<file path="src/shared/sdu_pkg.sv">
package sdu_pkg;

   // Table geometry
   localparam int SDU_TABLE_ENTRIES = 8192;
   localparam int SDU_VECTOR_ENTRIES = 256;
   localparam int SDU_ENTRY_SHIFT = 3;

   // Upper descriptor word (+4) field positions, and the selector table bit
   localparam int SDU_GRAN_BIT = 23;
   localparam int SDU_DSIZE_BIT = 22;
   localparam int SDU_SPARE_BIT = 20;
   localparam int SDU_PRES_BIT = 15;
   localparam int SDU_DPL_HI = 14;
   localparam int SDU_DPL_LO = 13;
   localparam int SDU_KIND_BIT = 12;
   localparam int SDU_TYPE_HI = 11;
   localparam int SDU_TYPE_LO = 8;
   localparam int SDU_EXEC_BIT = 11;
   localparam int SDU_DIRCONF_BIT = 10;
   localparam int SDU_RW_BIT = 9;
   localparam int SDU_ACC_BIT = 8;
   localparam int SDU_PARAM_HI = 4;
   localparam int SDU_TI_BIT = 2;

   // System and gate type codes
   localparam logic [3:0] SDU_SYS_LOCAL = 4'h2;
   localparam logic [3:0] SDU_SYS_TASK_IDLE = 4'h9;
   localparam logic [3:0] SDU_SYS_TASK_BUSY = 4'hB;
   localparam logic [3:0] SDU_GT_CALL16 = 4'h4;
   localparam logic [3:0] SDU_GT_TASK = 4'h5;
   localparam logic [3:0] SDU_GT_INT16 = 4'h6;
   localparam logic [3:0] SDU_GT_TRAP16 = 4'h7;
   localparam logic [3:0] SDU_GT_CALL32 = 4'hC;
   localparam logic [3:0] SDU_GT_INT32 = 4'hE;
   localparam logic [3:0] SDU_GT_TRAP32 = 4'hF;

   localparam logic [31:0] SDU_REAL_LIMIT = 32'h0000FFFF;
   localparam logic [11:0] SDU_PAGE_FILL = 12'hFFF;

   // Task-state block offsets, 32-bit layout
   localparam logic [7:0] SDU_T32_LINK = 8'h00;
   localparam logic [7:0] SDU_T32_PDIR = 8'h1C;
   localparam logic [7:0] SDU_T32_IP = 8'h20;
   localparam logic [7:0] SDU_T32_LSEL = 8'h60;
   localparam logic [7:0] SDU_T32_IOMAP = 8'h64;
   // Task-state block offsets, 16-bit layout; last save step index of each layout
   localparam logic [7:0] SDU_T16_LINK = 8'h00;
   localparam logic [7:0] SDU_T16_IP = 8'h0E;
   localparam logic [7:0] SDU_T16_FLAGS = 8'h10;
   localparam logic [7:0] SDU_T16_LSEL = 8'h2A;
   localparam logic [2:0] SDU_T32_LAST = 3'h4;
   localparam logic [2:0] SDU_T16_LAST = 3'h3;

   // Reset values
   localparam logic [31:0] SDU_RST_BASE = 32'h00000000;
   localparam logic [15:0] SDU_RST_LIMIT = 16'h0000;
   localparam logic [15:0] SDU_RST_SEL = 16'h0000;
   localparam logic [1:0] SDU_RST_CPL = 2'h0;

   typedef enum logic [2:0] {
      SDU_OP_LOAD_GLOBAL, SDU_OP_LOAD_VECTOR, SDU_OP_LOAD_LOCAL, SDU_OP_LOAD_TASK,
      SDU_OP_SEG_LOAD, SDU_OP_GATE_SEL, SDU_OP_GATE_VEC, SDU_OP_TASK_SAVE
   } sdu_op_type;

   typedef enum logic [3:0] {
      SDU_FLT_NONE, SDU_FLT_PRIV, SDU_FLT_MODE, SDU_FLT_TABLE, SDU_FLT_NULLSEL,
      SDU_FLT_LIMIT, SDU_FLT_NOLOCAL, SDU_FLT_TYPE, SDU_FLT_ABSENT
   } sdu_fault_type;

   typedef enum logic [1:0] {
      SDU_RD_GLOBAL, SDU_RD_VECTOR, SDU_RD_LOCAL, SDU_RD_TASK
   } sdu_rd_type;

   typedef struct packed {
      logic [31:0] base;
      logic [15:0] limit;
   } sdu_ptr_type;

   typedef struct packed {
      logic [31:0] base;
      logic [19:0] limit;
      logic [31:0] eff_limit;
      logic gran;
      logic def32;
      logic spare;
      logic present;
      logic [1:0] descriptor_privilege;
      logic app_kind;
      logic [3:0] dtype;
      logic exec;
      logic dir_conf;
      logic rw;
      logic accessed;
      logic [31:0] gate_off;
      logic [15:0] gate_sel;
      logic [4:0] gate_params;
   } sdu_desc_type;

   typedef struct packed {
      logic [15:0] back_link;
      logic [31:0] page_dir;
      logic [31:0] ip;
      logic [31:0] flags;
      logic [15:0] io_map;
   } sdu_tsave_type;

   typedef struct packed {
      logic [7:0] ofs;
      logic [31:0] data;
      logic wide;
   } sdu_wr_type;

endpackage : sdu_pkg

</file>
<file path="src/rtl/sdu_core.sv">
// Notes on behaviour
// - Global pointer holds 32-bit base and 16-bit limit, fully readable.
// - Selector table bit 0 picks global table, 1 picks local table.
// - Tables hold 8192 eight-byte entries; global entry 0 is null.
// - Global pointer load at 16-bit size keeps only a 24-bit base.
// - Vector pointer holds base and limit for 256 eight-byte gates.
// - Table pointer loads privileged; local selector only in protected mode.
// - Local selector load fetches from global table, cached until reload.
// - Base assembled from +4 bits 31-24, +4 bits 7-0, +0 bits 31-16.
// - Limit from +4 bits 19-16 and +0 bits 15-0; real mode 0FFFFh.
// - Upper word bit 23 selects byte or 4K-page limit granularity.
// - Upper word bit 22 gives default 16 or 32-bit size.
// - Bit 15 present, 14-13 privilege, 12 kind, 20 spare bit.
// - System types: 0010 local table, 1001 idle task, 1011 busy task.
// - Application bit 11 executable; bit 10 expand-down or conforming.
// - Application bit 9 read/write permission; bit 8 accessed.
// - Gate: offset, selector and parameter count from fixed fields.
// - Gate type codes for call, task, interrupt and trap gates.
// - Trap and interrupt gates only from vector table; task gates anywhere.
// - Task pointer: 16-bit selector, protected mode, loads at level 0.
// - Task pointer load fetches task descriptor from global table, cached.
// - 32-bit task block: link 0, pdir 1C, ip 20, lsel 60, iomap 64.
// - 16-bit task block: link 0, ip E, flags 10, lsel 2A.
// - Current privilege level reported; level 0 most privileged.
`timescale 1ns/10ps
`default_nettype none
module sdu_core
   import sdu_pkg::*;
(
   // Clock and reset
   input wire logic mclk,
   input wire logic rst,
   // Processor state
   input wire logic prot_mode,
   input wire logic cpl_wr,
   input wire logic [1:0] cpl_new,
   output logic [1:0] current_privilege,
   // Operation request
   input wire logic op_valid,
   output logic op_ready,
   input wire sdu_op_type op_code,
   input wire logic op_size32,
   input wire logic [15:0] op_sel,
   input wire logic [7:0] op_vector,
   input wire sdu_ptr_type op_ptr,
   input wire sdu_tsave_type op_tsave,
   input wire logic op_tsb32,
   // Operation result
   output logic op_done,
   output sdu_fault_type op_fault,
   output logic desc_valid,
   output logic desc_null,
   output sdu_desc_type desc_out,
   // Register read-back
   input wire sdu_rd_type rd_sel,
   output logic [47:0] rd_data,
   // Descriptor memory
   output logic mem_rd_req,
   output logic mem_wr_req,
   output logic mem_wr_wide,
   output logic [31:0] mem_addr,
   output logic [31:0] mem_wdata,
   input wire logic [63:0] mem_rdata,
   input wire logic mem_ack
);

   typedef enum logic [1:0] {ST_IDLE, ST_FETCH, ST_SAVE, ST_DONE} sdu_state_type;

   function automatic sdu_desc_type sdu_decode(input logic [63:0] raw);
      logic [31:0] hi;
      logic [31:0] lo;
      sdu_desc_type d;
      hi = raw[63:32];
      lo = raw[31:0];
      d.base = {hi[31:24], hi[7:0], lo[31:16]};
      d.limit = {hi[19:16], lo[15:0]};
      d.gran = hi[SDU_GRAN_BIT];
      d.eff_limit = d.gran ? {d.limit, SDU_PAGE_FILL} : {12'h000, d.limit};
      d.def32 = hi[SDU_DSIZE_BIT];
      d.spare = hi[SDU_SPARE_BIT];
      d.present = hi[SDU_PRES_BIT];
      d.descriptor_privilege = hi[SDU_DPL_HI:SDU_DPL_LO];
      d.app_kind = hi[SDU_KIND_BIT];
      d.dtype = hi[SDU_TYPE_HI:SDU_TYPE_LO];
      d.exec = hi[SDU_EXEC_BIT];
      d.dir_conf = hi[SDU_DIRCONF_BIT];
      d.rw = hi[SDU_RW_BIT];
      d.accessed = hi[SDU_ACC_BIT];
      d.gate_off = {hi[31:16], lo[15:0]};
      d.gate_sel = lo[31:16];
      d.gate_params = hi[SDU_PARAM_HI:0];
      return d;
   endfunction : sdu_decode

   function automatic sdu_wr_type sdu_save_entry(input logic wide, input logic [2:0] idx,
                                                 input sdu_tsave_type s,
                                                 input logic [15:0] lsel);
      sdu_wr_type w;
      w.wide = wide;
      w.ofs = SDU_T32_LINK;
      w.data = {16'h0000, s.back_link};
      if (wide) begin
         case (idx)
            3'h1: begin w.ofs = SDU_T32_PDIR; w.data = s.page_dir; end
            3'h2: begin w.ofs = SDU_T32_IP; w.data = s.ip; end
            3'h3: begin w.ofs = SDU_T32_LSEL; w.data = {16'h0000, lsel}; end
            3'h4: begin w.ofs = SDU_T32_IOMAP; w.data = {s.io_map, 16'h0000}; end
            default: w.ofs = SDU_T32_LINK;
         endcase
      end else begin
         case (idx)
            3'h1: begin w.ofs = SDU_T16_IP; w.data = {16'h0000, s.ip[15:0]}; end
            3'h2: begin w.ofs = SDU_T16_FLAGS; w.data = {16'h0000, s.flags[15:0]}; end
            3'h3: begin w.ofs = SDU_T16_LSEL; w.data = {16'h0000, lsel}; end
            default: w.ofs = SDU_T16_LINK;
         endcase
      end
      return w;
   endfunction : sdu_save_entry

   sdu_state_type st_q;
   sdu_ptr_type gtp_q;
   sdu_ptr_type vtp_q;
   logic [15:0] local_sel_q;
   logic [15:0] task_sel_q;
   sdu_desc_type local_desc_q;
   sdu_desc_type task_desc_q;
   logic local_valid_q;
   logic task_valid_q;
   logic [1:0] cpl_q;
   sdu_op_type cur_op_q;
   logic [15:0] cur_sel_q;
   logic cur_from_vec_q;
   sdu_tsave_type tsave_q;
   logic save_wide_q;
   logic [2:0] save_idx_q;
   logic mem_rd_q;
   logic mem_wr_q;
   logic mem_wide_q;
   logic [31:0] mem_addr_q;
   logic [31:0] mem_wdata_q;
   logic done_q;
   sdu_fault_type fault_q;
   logic desc_valid_q;
   logic desc_null_q;
   sdu_desc_type desc_q;
   logic [47:0] rd_data_q;

   // Request decode
   wire accept = op_valid && (st_q == ST_IDLE);
   wire op_is_lg = (op_code == SDU_OP_LOAD_GLOBAL);
   wire op_is_lv = (op_code == SDU_OP_LOAD_VECTOR);
   wire op_is_ll = (op_code == SDU_OP_LOAD_LOCAL);
   wire op_is_lt = (op_code == SDU_OP_LOAD_TASK);
   wire op_is_seg = (op_code == SDU_OP_SEG_LOAD);
   wire op_is_gsel = (op_code == SDU_OP_GATE_SEL);
   wire op_is_gvec = (op_code == SDU_OP_GATE_VEC);
   wire op_is_save = (op_code == SDU_OP_TASK_SAVE);
   wire sel_local = op_sel[SDU_TI_BIT];
   wire [12:0] sel_index = op_sel[15:3];
   wire sel_null = !sel_local && (sel_index == 13'h0000);
   wire [31:0] sel_ofs = {16'h0000, sel_index, 3'b000};
   wire [31:0] sel_end = {16'h0000, sel_index, 3'b111};
   wire [31:0] vec_ofs = {21'h000000, op_vector, 3'b000};
   wire [31:0] vec_end = {21'h000000, op_vector, 3'b111};
   wire [31:0] tbl_base = sel_local ? local_desc_q.base : gtp_q.base;
   wire [31:0] tbl_limit = sel_local ? local_desc_q.eff_limit : {16'h0000, gtp_q.limit};
   wire needs_sel = op_is_ll || op_is_lt || op_is_seg || op_is_gsel;
   wire is_fetch_op = op_is_ll || op_is_lt || op_is_gsel || op_is_gvec || (op_is_seg && prot_mode);
   wire real_seg = op_is_seg && !prot_mode;
   wire seg_null = op_is_seg && prot_mode && sel_null;

   // Checks made when a request is taken
   wire priv_fail = prot_mode && (cpl_q != 2'h0) && (op_is_lg || op_is_lv || op_is_lt);
   wire mode_fail = !prot_mode && (op_is_ll || op_is_lt || op_is_gsel || op_is_save);
   wire table_fail = (op_is_ll || op_is_lt) && sel_local;
   wire null_fail = (op_is_ll || op_is_lt || op_is_gsel) && sel_null;
   wire nolocal_fail = needs_sel && prot_mode && sel_local && !local_valid_q;
   wire limit_fail = (needs_sel && prot_mode && !sel_null && (sel_end > tbl_limit))
                     || (op_is_gvec && (vec_end > {16'h0000, vtp_q.limit}));
   wire notask_fail = op_is_save && !task_valid_q;
   sdu_fault_type pre_fault;
   always_comb begin
      pre_fault = SDU_FLT_NONE;
      if (mode_fail) pre_fault = SDU_FLT_MODE;
      else if (priv_fail) pre_fault = SDU_FLT_PRIV;
      else if (table_fail) pre_fault = SDU_FLT_TABLE;
      else if (null_fail) pre_fault = SDU_FLT_NULLSEL;
      else if (nolocal_fail || notask_fail) pre_fault = SDU_FLT_NOLOCAL;
      else if (limit_fail) pre_fault = SDU_FLT_LIMIT;
   end
   wire pre_ok = (pre_fault == SDU_FLT_NONE);
   wire [31:0] fetch_addr = op_is_gvec ? (vtp_q.base + vec_ofs) : (tbl_base + sel_ofs);

   // Checks on the fetched descriptor
   wire sdu_desc_type fetched = sdu_decode(mem_rdata);
   wire ft_trapint = (fetched.dtype == SDU_GT_INT16) || (fetched.dtype == SDU_GT_TRAP16)
                     || (fetched.dtype == SDU_GT_INT32) || (fetched.dtype == SDU_GT_TRAP32);
   wire ft_callgate = (fetched.dtype == SDU_GT_CALL16) || (fetched.dtype == SDU_GT_CALL32);
   wire ft_taskgate = (fetched.dtype == SDU_GT_TASK);
   wire ll_type_bad = fetched.app_kind || (fetched.dtype != SDU_SYS_LOCAL);
   wire lt_type_bad = fetched.app_kind || (fetched.dtype != SDU_SYS_TASK_IDLE);
   wire gvec_type_bad = fetched.app_kind || !(ft_trapint || ft_taskgate);
   wire gsel_type_bad = fetched.app_kind || !(ft_callgate || ft_taskgate);
   sdu_fault_type post_fault;
   always_comb begin
      post_fault = SDU_FLT_NONE;
      if (!fetched.present) post_fault = SDU_FLT_ABSENT;
      else begin
         case (cur_op_q)
            SDU_OP_LOAD_LOCAL: if (ll_type_bad) post_fault = SDU_FLT_TYPE;
            SDU_OP_LOAD_TASK: if (lt_type_bad) post_fault = SDU_FLT_TYPE;
            SDU_OP_GATE_VEC: if (gvec_type_bad) post_fault = SDU_FLT_TYPE;
            SDU_OP_GATE_SEL: if (gsel_type_bad) post_fault = SDU_FLT_TYPE;
            default: post_fault = SDU_FLT_NONE;
         endcase
      end
   end
   wire fetch_end = (st_q == ST_FETCH) && mem_ack;
   wire fetch_ok = fetch_end && (post_fault == SDU_FLT_NONE);

   // Task-state save sequencing
   wire [2:0] save_last = save_wide_q ? SDU_T32_LAST : SDU_T16_LAST;
   wire save_step = (st_q == ST_SAVE) && mem_ack;
   wire save_end = save_step && (save_idx_q == save_last);
   wire [2:0] save_idx_nx = save_idx_q + 3'h1;
   wire sdu_wr_type save_first = sdu_save_entry(op_tsb32, 3'h0, op_tsave, local_sel_q);
   wire sdu_wr_type save_next = sdu_save_entry(save_wide_q, save_idx_nx, tsave_q, local_sel_q);

   // Real-mode segment image
   sdu_desc_type real_desc;
   always_comb begin
      real_desc = '0;
      real_desc.base = {12'h000, op_sel, 4'h0};
      real_desc.limit = SDU_REAL_LIMIT[19:0];
      real_desc.eff_limit = SDU_REAL_LIMIT;
      real_desc.present = 1'b1;
      real_desc.app_kind = 1'b1;
   end

   // Base kept whole at 32-bit size, top byte dropped at 16-bit size
   wire [31:0] gtp_base_in = op_size32 ? op_ptr.base : {8'h00, op_ptr.base[23:0]};

   always_ff @(posedge mclk or posedge rst) begin
      if (rst) begin
         st_q <= ST_IDLE;
         cur_op_q <= SDU_OP_LOAD_GLOBAL;
         cur_sel_q <= SDU_RST_SEL;
         cur_from_vec_q <= 1'b0;
         tsave_q <= '0;
         save_wide_q <= 1'b0;
         save_idx_q <= 3'h0;
         mem_rd_q <= 1'b0;
         mem_wr_q <= 1'b0;
         mem_wide_q <= 1'b0;
         mem_addr_q <= SDU_RST_BASE;
         mem_wdata_q <= 32'h00000000;
         done_q <= 1'b0;
         fault_q <= SDU_FLT_NONE;
      end else begin
         done_q <= 1'b0;
         case (st_q)
            ST_IDLE: begin
               if (accept) begin
                  cur_op_q <= op_code;
                  cur_sel_q <= op_sel;
                  cur_from_vec_q <= op_is_gvec;
                  fault_q <= pre_fault;
                  if (pre_ok && op_is_save) begin
                     tsave_q <= op_tsave;
                     save_wide_q <= op_tsb32;
                     save_idx_q <= 3'h0;
                     mem_wr_q <= 1'b1;
                     mem_wide_q <= save_first.wide;
                     mem_addr_q <= task_desc_q.base + {24'h000000, save_first.ofs};
                     mem_wdata_q <= save_first.data;
                     st_q <= ST_SAVE;
                  end else if (pre_ok && is_fetch_op && !seg_null) begin
                     mem_rd_q <= 1'b1;
                     mem_addr_q <= fetch_addr;
                     st_q <= ST_FETCH;
                  end else begin
                     st_q <= ST_DONE;
                  end
               end
            end
            ST_FETCH: begin
               if (mem_ack) begin
                  mem_rd_q <= 1'b0;
                  fault_q <= post_fault;
                  st_q <= ST_DONE;
               end
            end
            ST_SAVE: begin
               if (save_end) begin
                  mem_wr_q <= 1'b0;
                  st_q <= ST_DONE;
               end else if (save_step) begin
                  save_idx_q <= save_idx_nx;
                  mem_wide_q <= save_next.wide;
                  mem_addr_q <= task_desc_q.base + {24'h000000, save_next.ofs};
                  mem_wdata_q <= save_next.data;
               end
            end
            ST_DONE: begin
               done_q <= 1'b1;
               st_q <= ST_IDLE;
            end
            default: st_q <= ST_IDLE;
         endcase
      end
   end

   // System registers and hidden caches
   always_ff @(posedge mclk or posedge rst) begin
      if (rst) begin
         gtp_q <= '{SDU_RST_BASE, SDU_RST_LIMIT};
         vtp_q <= '{SDU_RST_BASE, SDU_RST_LIMIT};
         local_sel_q <= SDU_RST_SEL;
         task_sel_q <= SDU_RST_SEL;
         local_desc_q <= '0;
         task_desc_q <= '0;
         local_valid_q <= 1'b0;
         task_valid_q <= 1'b0;
      end else begin
         if (accept && pre_ok && op_is_lg) gtp_q <= '{gtp_base_in, op_ptr.limit};
         if (accept && pre_ok && op_is_lv) vtp_q <= op_ptr;
         if (fetch_ok && (cur_op_q == SDU_OP_LOAD_LOCAL)) begin
            local_sel_q <= cur_sel_q;
            local_desc_q <= fetched;
            local_valid_q <= 1'b1;
         end
         if (fetch_ok && (cur_op_q == SDU_OP_LOAD_TASK)) begin
            task_sel_q <= cur_sel_q;
            task_desc_q <= fetched;
            task_valid_q <= 1'b1;
         end
      end
   end

   // Result descriptor and privilege level
   always_ff @(posedge mclk or posedge rst) begin
      if (rst) begin
         desc_q <= '0;
         desc_valid_q <= 1'b0;
         desc_null_q <= 1'b0;
         cpl_q <= SDU_RST_CPL;
      end else begin
         if (cpl_wr) cpl_q <= cpl_new;
         if (accept) begin
            desc_valid_q <= pre_ok && real_seg;
            desc_null_q <= pre_ok && seg_null;
            if (pre_ok && real_seg) desc_q <= real_desc;
         end else if (fetch_end) begin
            desc_valid_q <= (post_fault == SDU_FLT_NONE);
            desc_q <= fetched;
         end
      end
   end

   // Read-back of the system registers
   logic [47:0] rd_mux;
   always_comb begin
      case (rd_sel)
         SDU_RD_GLOBAL: rd_mux = {gtp_q.base, gtp_q.limit};
         SDU_RD_VECTOR: rd_mux = {vtp_q.base, vtp_q.limit};
         SDU_RD_LOCAL: rd_mux = {32'h00000000, local_sel_q};
         SDU_RD_TASK: rd_mux = {32'h00000000, task_sel_q};
         default: rd_mux = 48'h000000000000;
      endcase
   end
   always_ff @(posedge mclk or posedge rst) begin
      if (rst) rd_data_q <= 48'h000000000000;
      else rd_data_q <= rd_mux;
   end

   assign op_ready = (st_q == ST_IDLE);
   assign current_privilege = cpl_q;
   assign op_done = done_q;
   assign op_fault = fault_q;
   assign desc_valid = desc_valid_q;
   assign desc_null = desc_null_q;
   assign desc_out = desc_q;
   assign rd_data = rd_data_q;
   assign mem_rd_req = mem_rd_q;
   assign mem_wr_req = mem_wr_q;
   assign mem_wr_wide = mem_wide_q;
   assign mem_addr = mem_addr_q;
   assign mem_wdata = mem_wdata_q;
endmodule : sdu_core
`default_nettype wire

</file>
<file path="config.mk">
export PLATFORM = sky130hd
export DESIGN_NAME = sdu_core
export DESIGN_NICKNAME = d
export VERILOG_FILES = /design/src/shared/sdu_pkg.sv /design/src/rtl/sdu_core.sv
export SDC_FILE = /design/constraint.sdc
export NUM_CORES = 2
export LEC_CHECK = 0
export BUFFER_PORTS_ARGS = -buffer_cell sky130_fd_sc_hd__buf_2
export CAP_MARGIN = 20
export CELL_PAD_IN_SITES_DETAIL_PLACEMENT = 2
export CELL_PAD_IN_SITES_GLOBAL_PLACEMENT = 2
export CORE_ASPECT_RATIO = 0.8
export CORE_MARGIN = 4
export CORE_UTILIZATION = 39
export CTS_CLUSTER_DIAMETER = 80
export CTS_CLUSTER_SIZE = 20
export DETAILED_ROUTE_END_ITERATION = 10
export PLACE_DENSITY = 0.87
export SLEW_MARGIN = 10
export SYNTH_ARGS = -nofsm -noshare
export SYNTH_HDL_FRONTEND = slang
export SYNTH_SLANG_ARGS = --single-unit
</file>
<file path="constraint.sdc">
create_clock -name mclk -period 35.2 [get_ports mclk]
set_input_delay 1.76 -clock mclk [delete_from_list [all_inputs] [get_ports mclk]]
set_output_delay 1.76 -clock mclk [all_outputs]
set_load 0.1 [all_outputs]
</file>
==> reports/qor.yml <==
yosys:
  synth_area_um2: 29900
  synthArstFlopShare_pct: 100
  yosysWarnings: 0
  synth.distinct_cells: 75
  synth.avg_cell_area_um2: 10.6
  synthesis.nets: 3152
  synth_edf_count: 0
  yosysSeqAreaShare_pct: 51.5
  synthFlopType: "dfrtp_1"
  netlist_instances: 2813
  ys_ff_latch: 615
status:
  outcome: "completed"
timing:
  fin_skew_ns: 0.0264
  setup_tns_ns: 0
  rsz0062_at_grt: "false"
  fin_crit_ns: 5.67
  worst_slew_pin_slew_ns: 1.12
  fin_crit_sh_pct: 16.1
  hold_viol: 0
  timing.slew.headroom_pct: 25.1
  slew_viol_final: 0
  fmax_mhz: 177
  setup_viol: 0
floorplanning:
  die_y_um: 255
  fp.dieW_um: 317
  start_util_pct: 39.5
  coreArea_um2: 75700
  ios: 556
  fp-row-count: 90
  dieArea_um2: 81100
critical_path:
  rr_worst_depth: 15
  end_kind: "flip-flop"
  cp_max_fo: 48
  worstSetupStartpointType: "primary input"
  rr_startpoint: "save_idx_q[0]"
  path_class: "in2reg"
  arrival_ns: 6.15
  r2r_setup_slack_ns: 30.42
  worstReg2RegEnd: "mem_addr[30]"
  critPathRequiredTime_ns: 35.69
clock_tree:
  post-cts-setup-buffer-count: 0
  cts_tree: "yes"
  cts_resized: 0
  clock_latency_ns: 0.61
  cts_made_buffers: 41
  path_clk_slew_ns: 0.08
  postCtsHoldBufs: 0
  h-tree-depth: 2
  cts.sinks: 615
  clockBufferDepth: 3
  cts-root-buf: "clkbuf_16"
hold_path:
  hold_class: "reg2reg"
  hold_start: "local_valid_q"
  hold-path-cell-count: 1
  holdPathEnd: "local_valid_q"
job:
  max-cap-violations: 0
power_and_ir_drop:
  pwr-share-comb_pct: 53.2
  p_sw_mw: 2.03
  swShare_pct: 55.9
  vdd_ir_drop_max_v: 0.0000991
  p_per_area_nw_per_um2: 105
  leakage_nw: 16.9
  p_int_mw: 1.60
  p_seq_share_pct: 32.8
  clkPwrFrac_pct: 14.0
place:
  dp_hpwl_um: 92100
  gp_congestion: 0.904
  placed_cell_area_um2: 33200
  dp_cells: 4201
  port_buffers: 539
final_layout:
  nNetsFinal: 3574
  mostFrequentLayoutCells: "dfrtp_1 (614), buf_2 (538), nand2_1 (393)"
  final_common_cell: "dfrtp_1"
  syn2layout_area_growth_pct: 15.8
  drive_above_1_share_pct: 30.7
  fin_area_um2: 34600
  fin_cells: 4289
  num-fill-cells: 7973
drt:
  drt-initial-drc-count: 1903
  first_pass_iters: 6
  drtAntennaViolNets: 0
  routed_wl_um: 128000
  wl_per_cell_um: 29.9
  avgViaCountPerCell: 5.91
  vias: 25400
  drc_errors: 0
global_route:
  first_global_vias: 27700
  grt_overflow: 0
  grt_pass1_wl_um: 186000
  track_usage_pct: 30.3
  antenna_found_initial: 33
  grt_max_degree: 181
==> sequential cells by signal, indices dropped and copies added, names as in the netlist, 2 cells and up <==
name,count
cur_op_q,3
task_sel_q,16
desc_out,128
tsave_q,112
mem_addr,32
task_desc_q,32
st_q,2
local_sel_q,16
cur_sel_q,16
save_idx_q,3
op_fault,4
rd_data,48
vtp_q,48
gtp_q,48
current_privilege,2
mem_wdata,32
local_desc_q,64
==> worst max-delay path: stages <==
cell and delay, ns:
buf_4 0.48, mux2i_1 0.36, ha_1 0.31, and4_1 0.21
nand2_1 0.10, a31oi_1 0.07, a2111oi_2 0.59, o21ai_1 0.27
nor2_1 0.37, and4b_4 0.99, mux2_2 0.44
==> worst max-delay path by stage <==
stage | slack [ns] | end | from
finish | 29.53 | gtp_q[6] | op_sel[2]
global route | 29.40 | gtp_q[6] | op_sel[2]
detailed placement | 28.88 | tsave_q[11] | op_sel[2]
CTS | 29.51 | tsave_q[88] | op_sel[2]
global placement | 28.98 | tsave_q[54] | op_sel[2]
floorplan | 16.22 | cur_op_q[0] | rst
==> cell usage after synthesis, types with 8 or more instances <==
master / n / share of area [%]
nand2b_1: 17 / 0.36
a21o_1: 9 / 0.23
o21ai_0: 138 / 2.3
buf_2: 59 / 0.99
mux2_2: 306 / 12
buf_4: 34 / 0.85
o31ai_1: 29 / 0.73
nand2_1: 394 / 5.0
inv_1: 64 / 0.80
nand3_1: 122 / 2.0
o22ai_1: 23 / 0.48
dfrtp_1: 615 / 52
mux2_4: 9 / 0.45
mux4_2: 16 / 1.2
a21oi_1: 127 / 2.1
a22oi_1: 18 / 0.45
o211ai_1: 19 / 0.48
xnor2_1: 25 / 0.73
and4_1: 8 / 0.23
nand4_1: 19 / 0.40
buf_1: 12 / 0.15
clkbuf_1: 92 / 1.2
and3_1: 8 / 0.17
a22o_1: 24 / 0.70
or3_1: 8 / 0.17
mux2i_1: 81 / 2.7
ha_1: 57 / 2.4
nor4_1: 17 / 0.36
and2_1: 11 / 0.23
a31oi_1: 18 / 0.38
nor3_1: 42 / 0.70
a211oi_1: 18 / 0.45
xor2_1: 20 / 0.59
nand3b_1: 9 / 0.23
a221oi_1: 32 / 0.94
nor2_1: 208 / 2.6
o21a_1: 11 / 0.28
==> layout make-up <==
type / count / area [µm²] / share of cell area [%]
Sequential cell: 615 / 15400 / 44.5
Multi-Input combinational cell: 1935 / 13300 / 38.5
Timing Repair Buffer: 578 / 3050 / 8.82
Tap cell: 1012 / 1270 / 3.66
Clock buffer: 47 / 1100 / 3.18
Inverter: 64 / 248 / 0.716
Clock inverter: 13 / 140 / 0.405
Antenna cell: 25 / 62.6 / 0.181
==> per-stage QoR <==
step	hold slack, ns	power, mW	setup slack (ns)	util (%)
2_1_floorplan	0.429	2.58	16.22	-
3_3_place_gp	0.445	2.97	28.98	43.9
3_5_place_dp	0.454	3.09	28.88	43.9
4_1_cts	0.471	3.62	29.51	45.5
5_1_grt	0.501	3.78	29.40	45.7
6_report	0.467	3.62	29.53	45.7
==> cell families after synthesis <==
family,synth area share [%]
AOI/OAI and AO/OA,11.1
muxes,15.9
and+or+nand+nor,13.4
DFF,51.5
xor gates and xnor gates,1.32
adders and majority gates,2.63
buffers and inverters,4.09
==> power groups by stage <==
stage	clock network [mW]	logic [mW]	registers, mW
after floorplan	0	0.708	1.88
after global placement	0	1.82	1.15
after detailed placement	0	1.90	1.19
after CTS	0.516	1.92	1.18
after global routing	0.548	2.02	1.21
final	0.506	1.93	1.19
==> per-layer routing <==
layer	track usage [%]	share of wire (%)	wire length, µm
met1	40.6	42	53400
met2	49.3	47	60700
met3	5.86	7.3	9400
met4	10.7	3.5	4500
met5	0	0.034	43
No activity file was read; power rests on OpenSTA's default activity.
